File: src/logic/lccr_pkg.sv
// Package with register map, reset values, timeout codes, state encoding and timing constants for the charger control block
package lccr_pkg;
  // ----------------------------------------
  // Register byte addresses
  // ----------------------------------------
  localparam logic [7:0] LCCR_ADDR_SETPOINTS = 8'h08;
  localparam logic [7:0] LCCR_ADDR_STATUS = 8'h09;
  localparam logic [7:0] LCCR_ADDR_RESERVED = 8'h0a;
  localparam logic [7:0] LCCR_ADDR_SUSPEND = 8'h0b;
  // ----------------------------------------
  // Reset values
  // ----------------------------------------
  localparam logic [3:0] LCCR_CURRENT_RST = 4'h4;
  localparam logic [2:0] LCCR_VOLT_RST = 3'h5;
  localparam logic [1:0] LCCR_TMO_RST = 2'h0;
  // ----------------------------------------
  // Timeout selection codes
  // ----------------------------------------
  localparam logic [1:0] LCCR_TMO_60M = 2'h0;
  localparam logic [1:0] LCCR_TMO_OFF = 2'h1;
  localparam logic [1:0] LCCR_TMO_30M = 2'h2;
  localparam logic [1:0] LCCR_TMO_45M = 2'h3;
  // Timeouts in tenths of a minute (3.0 h = 1800, 1.5 h = 900, 2.2 h = 1320)
  localparam int LCCR_PRE_60M_DMIN = 600;
  localparam int LCCR_PRE_30M_DMIN = 300;
  localparam int LCCR_PRE_45M_DMIN = 450;
  localparam int LCCR_TOT_3H_DMIN = 1800;
  localparam int LCCR_TOT_1H5_DMIN = 900;
  localparam int LCCR_TOT_2H2_DMIN = 1320;
  // ----------------------------------------
  // Timebase: one tick per tenth of a minute (6 s) at 125 MHz
  // ----------------------------------------
  localparam int LCCR_CLK_HZ = 125000000;
  localparam int LCCR_TICK_MS = 6000;
  localparam longint LCCR_TICK_CYC = longint'(LCCR_CLK_HZ) * LCCR_TICK_MS / 1000;
  localparam int LCCR_TMR_W = 11;
  // ----------------------------------------
  // Charge states, Gray coded along the usual path
  // ----------------------------------------
  typedef enum logic [2:0] {
    LCCR_ST_SUSPEND = 3'h0,
    LCCR_ST_PRECOND = 3'h1,
    LCCR_ST_FAST = 3'h3,
    LCCR_ST_TOPOFF = 3'h2,
    LCCR_ST_SLEEP = 3'h6,
    LCCR_ST_FAULT = 3'h7,
    LCCR_ST_NOBAT = 3'h5
  } lccr_state_e;
endpackage

File: src/logic/lccr_sync.sv
// Two-flop synchroniser, one per bit
`timescale 1ns/1ps
module lccr_sync #(
  parameter int W = 1
) (
  input wire logic clk_i,
  input wire logic rst_n_i,
  input wire logic [W-1:0] d_i,
  output logic [W-1:0] q_o
);
  logic [W-1:0] meta_q;
  logic [W-1:0] sync_q;
  // Per-bit chain; the first stage feeds only the second
  for (genvar g = 0; g < W; g++) begin : g_bit
    always_ff @(posedge clk_i) begin
      if (!rst_n_i) begin
        meta_q[g] <= 1'b0;
        sync_q[g] <= 1'b0;
      end else begin
        meta_q[g] <= d_i[g];
        sync_q[g] <= meta_q[g];
      end
    end
  end
  assign q_o = sync_q;
endmodule

File: src/logic/lccr_charger_ctrl.sv
// Charger control: byte registers, comparator synchronisers, charge state machine and safety timers
`timescale 1ns/1ps
module lccr_charger_ctrl import lccr_pkg::*; #(
  parameter longint TICK_CYC = LCCR_TICK_CYC
) (
  input wire logic clk_i,
  input wire logic rst_n_i,
  // Register port from the serial interface
  input wire logic reg_wr_i,
  input wire logic [7:0] reg_addr_i,
  input wire logic [7:0] reg_wdata_i,
  output logic [7:0] reg_rdata_o,
  // Pin and comparator inputs, asynchronous
  input wire logic charge_enable_n_i,
  input wire logic supply_above_cell_i,
  input wire logic supply_above_uvlo_i,
  input wire logic cell_presence_input_i,
  input wire logic cell_above_precond_i,
  input wire logic cell_at_term_i,
  input wire logic current_below_eoc_i,
  input wire logic cell_below_restart_i,
  // Analogue loop controls
  output logic charger_unit_en_o,
  output logic cc_mode_o,
  output logic cv_mode_o,
  output logic precond_mode_o,
  output logic [3:0] fast_current_sel_o,
  output logic [2:0] term_voltage_sel_o,
  output logic ldo123_en_o,
  output logic charge_current_monitor_oe_n_o
);
  // ----------------------------------------
  // Synchronisers
  // ----------------------------------------
  logic [7:0] raw_in;
  logic [7:0] syn;
  assign raw_in = {cell_below_restart_i, current_below_eoc_i, cell_at_term_i, cell_above_precond_i,
                   cell_presence_input_i, supply_above_uvlo_i, supply_above_cell_i, charge_enable_n_i};
  lccr_sync #(.W(8)) u_sync (
    .clk_i(clk_i),
    .rst_n_i(rst_n_i),
    .d_i(raw_in),
    .q_o(syn)
  );
  logic enable_n_s, above_cell_s, above_uvlo_s, present_s, precond_ok_s, at_term_s, eoc_s, restart_s;
  assign {restart_s, eoc_s, at_term_s, precond_ok_s, present_s, above_uvlo_s, above_cell_s, enable_n_s} = syn;

  // ----------------------------------------
  // Registers
  // ----------------------------------------
  logic [3:0] fast_current_sel_q;
  logic [2:0] term_voltage_sel_q;
  logic [1:0] safety_timeout_sel_q;
  logic suspend_charge_q;
  logic wr_setp, wr_stat, wr_susp;
  assign wr_setp = reg_wr_i && (reg_addr_i == LCCR_ADDR_SETPOINTS);
  assign wr_stat = reg_wr_i && (reg_addr_i == LCCR_ADDR_STATUS);
  assign wr_susp = reg_wr_i && (reg_addr_i == LCCR_ADDR_SUSPEND);

  // Read-only bits are never stored, so writes to them have no effect
  always_ff @(posedge clk_i) begin
    if (!rst_n_i) begin
      fast_current_sel_q <= LCCR_CURRENT_RST;
      term_voltage_sel_q <= LCCR_VOLT_RST;
      safety_timeout_sel_q <= LCCR_TMO_RST;
      suspend_charge_q <= 1'b0;
    end else begin
      if (wr_setp) begin
        fast_current_sel_q <= reg_wdata_i[7:4];
        term_voltage_sel_q <= reg_wdata_i[2:0];
      end
      if (wr_stat) begin
        safety_timeout_sel_q <= reg_wdata_i[7:6];
      end
      if (wr_susp) begin
        suspend_charge_q <= reg_wdata_i[0];
      end
    end
  end

  // ----------------------------------------
  // Qualification
  // ----------------------------------------
  logic supply_ok, may_run, stop_req;
  assign supply_ok = above_cell_s && above_uvlo_s;
  assign may_run = supply_ok && !enable_n_s && !suspend_charge_q;
  // Pin high, suspend bit or supply loss always drop to suspend, even from fault
  assign stop_req = !may_run;

  // ----------------------------------------
  // Safety timers
  // ----------------------------------------
  logic [LCCR_TMR_W-1:0] pre_lim, tot_lim;
  logic tmr_off;
  assign tmr_off = (safety_timeout_sel_q == LCCR_TMO_OFF);
  assign pre_lim = (safety_timeout_sel_q == LCCR_TMO_30M) ? LCCR_TMR_W'(LCCR_PRE_30M_DMIN) :
                   (safety_timeout_sel_q == LCCR_TMO_45M) ? LCCR_TMR_W'(LCCR_PRE_45M_DMIN) :
                   LCCR_TMR_W'(LCCR_PRE_60M_DMIN);
  assign tot_lim = (safety_timeout_sel_q == LCCR_TMO_30M) ? LCCR_TMR_W'(LCCR_TOT_1H5_DMIN) :
                   (safety_timeout_sel_q == LCCR_TMO_45M) ? LCCR_TMR_W'(LCCR_TOT_2H2_DMIN) :
                   LCCR_TMR_W'(LCCR_TOT_3H_DMIN);

  lccr_state_e state_q, state_d;
  logic [31:0] div_q;
  logic [LCCR_TMR_W-1:0] pre_cnt_q, tot_cnt_q;
  logic tick, timing, new_cycle, pre_exp, tot_exp;
  assign tick = (div_q == 32'(TICK_CYC - 1));
  assign timing = (state_q == LCCR_ST_PRECOND) || (state_q == LCCR_ST_FAST) || (state_q == LCCR_ST_TOPOFF);
  // A restart from sleep is a new cycle too, so it gets the full total budget again
  assign new_cycle = ((state_d == LCCR_ST_PRECOND) && (state_q != LCCR_ST_PRECOND)) ||
                     ((state_q == LCCR_ST_SLEEP) && (state_d == LCCR_ST_FAST));
  assign pre_exp = !tmr_off && (pre_cnt_q >= pre_lim);
  assign tot_exp = !tmr_off && (tot_cnt_q >= tot_lim);

  always_ff @(posedge clk_i) begin
    if (!rst_n_i) begin
      div_q <= 32'h0;
      pre_cnt_q <= '0;
      tot_cnt_q <= '0;
    end else if (new_cycle) begin
      div_q <= 32'h0;
      pre_cnt_q <= '0;
      tot_cnt_q <= '0;
    end else if (timing && !tmr_off) begin
      div_q <= tick ? 32'h0 : div_q + 32'h1;
      if (tick && !pre_exp && state_q == LCCR_ST_PRECOND) begin
        pre_cnt_q <= pre_cnt_q + 1'b1;
      end
      if (tick && !tot_exp) begin
        tot_cnt_q <= tot_cnt_q + 1'b1;
      end
    end
  end

  // ----------------------------------------
  // Charge state machine
  // ----------------------------------------
  always_comb begin
    state_d = state_q;
    if (stop_req) begin
      state_d = LCCR_ST_SUSPEND;
    end else begin
      case (state_q)
        LCCR_ST_SUSPEND: state_d = present_s ? LCCR_ST_PRECOND : LCCR_ST_NOBAT;
        LCCR_ST_PRECOND: begin
          if (!present_s) begin
            state_d = LCCR_ST_SUSPEND;
          end else if (precond_ok_s) begin
            state_d = LCCR_ST_FAST;
          end else if (pre_exp || tot_exp) begin
            state_d = LCCR_ST_FAULT;
          end
        end
        LCCR_ST_FAST: begin
          if (!present_s) begin
            state_d = LCCR_ST_SUSPEND;
          end else if (tot_exp) begin
            state_d = LCCR_ST_FAULT;
          end else if (at_term_s) begin
            state_d = LCCR_ST_TOPOFF;
          end
        end
        LCCR_ST_TOPOFF: begin
          if (!present_s) begin
            state_d = LCCR_ST_SUSPEND;
          end else if (tot_exp) begin
            state_d = LCCR_ST_FAULT;
          end else if (eoc_s) begin
            state_d = LCCR_ST_SLEEP;
          end
        end
        LCCR_ST_SLEEP: begin
          if (!present_s) begin
            state_d = LCCR_ST_SUSPEND;
          end else if (restart_s) begin
            state_d = LCCR_ST_FAST;
          end
        end
        LCCR_ST_FAULT: state_d = present_s ? LCCR_ST_FAULT : LCCR_ST_SUSPEND;
        LCCR_ST_NOBAT: state_d = present_s ? LCCR_ST_PRECOND : LCCR_ST_NOBAT;
        default: state_d = LCCR_ST_SUSPEND;
      endcase
    end
  end

  // Health flag stays low after a fault until the precondition state is entered again
  logic fault_seen_q;
  logic charging, unit_on;
  assign charging = timing;
  // No-battery mode keeps the loop running as a voltage regulator
  assign unit_on = timing || (state_q == LCCR_ST_NOBAT);

  always_ff @(posedge clk_i) begin
    if (!rst_n_i) begin
      state_q <= LCCR_ST_SUSPEND;
      fault_seen_q <= 1'b0;
      charger_unit_en_o <= 1'b0;
      cc_mode_o <= 1'b0;
      cv_mode_o <= 1'b0;
      precond_mode_o <= 1'b0;
      ldo123_en_o <= 1'b0;
      charge_current_monitor_oe_n_o <= 1'b1;
      fast_current_sel_o <= LCCR_CURRENT_RST;
      term_voltage_sel_o <= LCCR_VOLT_RST;
    end else begin
      state_q <= state_d;
      if (state_q == LCCR_ST_FAULT) begin
        fault_seen_q <= 1'b1;
      end else if (state_q == LCCR_ST_PRECOND) begin
        fault_seen_q <= 1'b0;
      end
      charger_unit_en_o <= unit_on && may_run;
      cc_mode_o <= (state_q == LCCR_ST_FAST) || (state_q == LCCR_ST_PRECOND);
      cv_mode_o <= (state_q == LCCR_ST_TOPOFF) || (state_q == LCCR_ST_NOBAT);
      precond_mode_o <= (state_q == LCCR_ST_PRECOND);
      ldo123_en_o <= above_uvlo_s;
      charge_current_monitor_oe_n_o <= !(unit_on && may_run);
      fast_current_sel_o <= fast_current_sel_q;
      term_voltage_sel_o <= term_voltage_sel_q;
    end
  end

  // ----------------------------------------
  // Read-back
  // ----------------------------------------
  logic [7:0] rd_d;
  assign rd_d = (reg_addr_i == LCCR_ADDR_SETPOINTS) ? {fast_current_sel_q, 1'b0, term_voltage_sel_q} :
                (reg_addr_i == LCCR_ADDR_STATUS) ? {safety_timeout_sel_q, 1'b0, !present_s,
                  (state_q == LCCR_ST_FAULT), 1'b0, charging, supply_ok} :
                (reg_addr_i == LCCR_ADDR_SUSPEND) ? {6'h00, !fault_seen_q && state_q != LCCR_ST_FAULT,
                  suspend_charge_q} :
                8'h00;
  always_ff @(posedge clk_i) begin
    if (!rst_n_i) begin
      reg_rdata_o <= 8'h00;
    end else begin
      reg_rdata_o <= rd_d;
    end
  end
endmodule

File: config.mk
export PLATFORM = sky130hd
export DESIGN_NAME = lccr_charger_ctrl
export DESIGN_NICKNAME = d
export VERILOG_FILES = /design/src/logic/lccr_pkg.sv /design/src/logic/lccr_sync.sv /design/src/logic/lccr_charger_ctrl.sv
export SDC_FILE = /design/constraint.sdc
export NUM_CORES = 1
export LEC_CHECK = 0
export BUFFER_PORTS_ARGS = -buffer_cell sky130_fd_sc_hd__buf_2
export CORE_UTILIZATION = 55
export DETAILED_ROUTE_END_ITERATION = 7
export PLACE_DENSITY = 0.79
export SLEW_MARGIN = 20
export SYNTH_ARGS = -nofsm -noshare
export SYNTH_HDL_FRONTEND = slang
export SYNTH_SLANG_ARGS = --single-unit
export TNS_END_PERCENT = 50
File: constraint.sdc
create_clock -name clk_i -period 3.65 [get_ports clk_i]
set_input_delay 0.365 -clock clk_i [delete_from_list [all_inputs] [get_ports clk_i]]
set_output_delay 0.365 -clock clk_i [all_outputs]
set_load 0.1 [all_outputs]
==> results_dict.tcl <==
set metrics [dict create \
    outcome "completed" \
    worst_path_max_delay_cell "a2111oi_0" \
    synthesis.area_per_instance_um2 9.070 \
    relative_contribution_of_the_clock_network_to_total_power_pct 36.2 \
    path_clk_slew_ns 0.11 \
    report.final.setup_viol 0 \
    postSynthNetCount 568 \
    ff2ff_setup_slack_ns 0.56 \
    floorplan.core_area_um2 8258 \
    synth_top_area_share_pct 44.40 \
    postSynthCellCount 522 \
    power_density_nw_per_um2 361.1 \
    area_added_between_synthesis_and_finish_pct 10.81 \
    netlist_area_um2 4735 \
    postRouteWirelength_um 8734 \
    grt_setup_unrepaired "false" \
    globalplace.congestion 0.9079 \
    drc 0 \
    cts-resized-gates 0 \
    worstMarginPinSlew_ns 0.6511 \
    detailroute.via_count 3662 \
    die_area_um2 8983 \
    report.final.slew_viol_count 0 \
    worstPathArrival_ns 3.35 \
    layout.area.seq_um2 2102 \
    max_freq_mhz 324.0 \
    internal-power_mw 1.437 \
    timing.final.crit_share_pct 84.57 \
    category_of_the_worst_setup_path_capture_point "register" \
    max_cap_violation_count 0 \
    final_net_count 609 \
    ys.flop_type "dfxtp_1" \
    hold_path.class "in2reg" \
    final.setup_skew_ns 0.008929 \
    crit_path_max_fanout 54 \
    timing.slew.headroom_pct 56.26 \
    grt_pass1_vias 3404 \
    detailedRoute.firstPassIterationCount 4 \
    yosys_register_bits 105 \
    final_layout_size_suffix_gt1_share_pct 13.91 \
    netlist.top_cell.by_area "dfxtp_1" \
    cts_bufs_inserted 9 \
    setup_tns_ns 0 \
    crit_path_start_kind "register" \
    multi_input_comb_area_um2 2464 \
    detail_route.vias_per_cell 5.441 \
    postRouteAntennaNets 0 \
    postCtsSetupRepairBufs 0 \
    p_comb_share_pct 2.8 \
    netlist-cell-type-count 52 \
    largest_net_degree_at_the_start_of_global_routing 55 \
    cts_max_path_buffers 2 \
    count_of_flip_flops_with_a_built_in_enable_after_synthesis 0 \
    power.share.sequential_pct 61.1 \
    max-vdd-ir-drop_mv 0.2373 \
    initial_core_util_pct 57.33 \
    n_antenna_cell 0 \
    detailed_place_hpwl_um 6139 \
    ios 48 \
    root_buffer "clkbuf_8" \
    floorplan.die.height_um 94.78 \
    final_util_pct 63.53 \
    cts_tree "built" \
    rows 33 \
    final.fill_count 705 \
    antenna_violations_before_repair 0 \
    numClockSinks 105 \
    final_hold_vio_count 0 \
    cts.hold.buffers_added 0 \
    timing.critical_path.slowest_cell_delay_ns 0.42 \
    yosys.cell_count.top_type "dfxtp_1" \
    worstPathCellList "inv_1 > nor2_1 > ha_1 > a21bo_2 > a2111oi_0 > o21ai_1 > a221oi_2 > nand4_1 > a221oi_4 > buf_12 > nor3_1" \
    synth.top_cells.by_count "105 x dfxtp_1, 62 x nor2_1, 38 x nand2_1" \
    drtIter0Drc 147 \
    die_width_um 94.78 \
    worstSkewPairLatency_ns 0.37 \
    synthArstFlopShare_pct 0 \
    final_cell_area_um2 5246 \
    p_sw_mw 0.4577 \
    global_route.overflow_total 0 \
    global_route.usage.total_pct 21.12 \
    yosys_warnings 0 \
    worst-setup-path-type "reg2reg" \
    h_tree_depth 3 \
    synth.yosys.seq_area_share_pct 44.40 \
    p_leak_nw 2.101 \
    netlist_top_cells_area "dfxtp_1 44%, xor2_1 5.2%, ha_1 5.0%" \
    port_buf_inserts 46 \
    final.min_clock_period_ns 3.087 \
    placed_area_um2 5054 \
    grt_first_pass_wirelength_um 15100 \
    worst-endpoint-required_ns 3.91 \
    wl_per_cell_um 12.98 \
    sw_frac_of_total_pct 24.16 \
]
-- cell families (layout without fill, tap and decap cells) --
| kind of cell | after synthesis | in the layout | synth area share (%) |
|---|---|---|---|
| compound gates | 42 | 42 | 6.263 |
| xor+xnor | 49 | 49 | 9.065 |
| fa+ha+maj | 19 | 19 | 5.021 |
| buf+inv | 44 | 90 | 4.070 |
| flops | 105 | 105 | 44.40 |
| mux | 12 | 12 | 2.537 |
| simple gates | 251 | 251 | 28.65 |
-- final cells by class --
| class | instances | area share (%) |
|---|---|---|
| inverters | 24 | 1.717 |
| flip-flops and latches | 105 | 40.07 |
| clock buffers | 9 | 2.361 |
| repair buffers | 50 | 5.199 |
| multi-input cells | 373 | 46.96 |
| well taps | 105 | 2.504 |
| clock inverters | 7 | 1.192 |
-- layer usage --
metal,share of wire [%],vias up,track usage (%),wire (µm)
met4,1.6,0,8.460,136
met5,0,-,0,0
met1,49,1728,28.06,4271
li1,-,1861,-,-
met3,2.4,10,2.899,212
met2,47,63,34.53,4114
-- sequential cells by signal (all words and copies together) (netlist names), 2 cells and up --
register / flops
term_voltage_sel_q: 3
term_voltage_sel_o: 3
fast_current_sel_o: 4
reg_rdata_o: 8
u_sync.q_o: 8
div_q: 32
pre_cnt_q: 11
safety_timeout_sel_q: 2
fast_current_sel_q: 4
state_q: 3
u_sync.meta_q: 8
tot_cnt_q: 11
-- worst max-delay path: cells and delay by family (launching register included) --
kind            cells  cell delay (ns)
compound gates      5             1.45
fa+ha+maj           1             0.28
buf+inv             2             0.37
flops               1             0.34
simple gates        3             0.52
-- final timing paths --
check,start,to,cells after the start
max reg2reg,safety_timeout_sel_q[1]$_SDFFE_PN0P_,div_q[5]$_SDFFE_PP0P_,11
max,safety_timeout_sel_q[1]$_SDFFE_PN0P_,div_q[5]$_SDFFE_PP0P_,11
min,supply_above_cell_i,u_sync.meta_q[1]$_SDFF_PN0_,2
min reg2reg,u_sync.meta_q[2]$_SDFF_PN0_,u_sync.q_o[2]$_SDFF_PN0_,1
-- power by group through the flow --
stage                     combinational (mW)  clock (mW)  sequential, mW
after floorplan                       0.0288           0            1.19
after global placement                0.0506           0            1.18
after detailed placement              0.0523           0            1.18
after CTS                             0.0524       0.703            1.16
after global routing                  0.0569       0.746            1.16
final                                 0.0522       0.685            1.16
-- per-stage QoR --
| stage | power (mW) | worst slack [ns] | cells | hold WS [ns] |
|---|---|---|---|---|
| after floorplan | 1.215 | 0.6016 | 522 | 0.4119 |
| after global placement | 1.234 | 0.5748 | 657 | 0.4155 |
| after detailed placement | 1.236 | 0.5807 | 657 | 0.4195 |
| after CTS | 1.913 | 0.5639 | 673 | 0.1777 |
| after global routing | 1.961 | 0.3457 | 673 | 0.1782 |
| final | 1.894 | 0.5631 | 673 | 0.1880 |
-- placed cells by master, fill, tap and decap left out, types with 12 or more instances in the layout --
master	synthesis	layout
dfxtp_1	105	105
nand2_1	38	38
nor2_1	62	62
xor2_1	28	28
ha_1	19	19
buf_2	1	46
mux2i_1	12	12
xnor2_1	21	21
and2_1	26	26
nand3_1	22	22
and3_1	14	14
inv_1	24	24
nand4_1	15	15
nor3_1	25	25
Note: power is estimated with default switching activity, not from simulation.
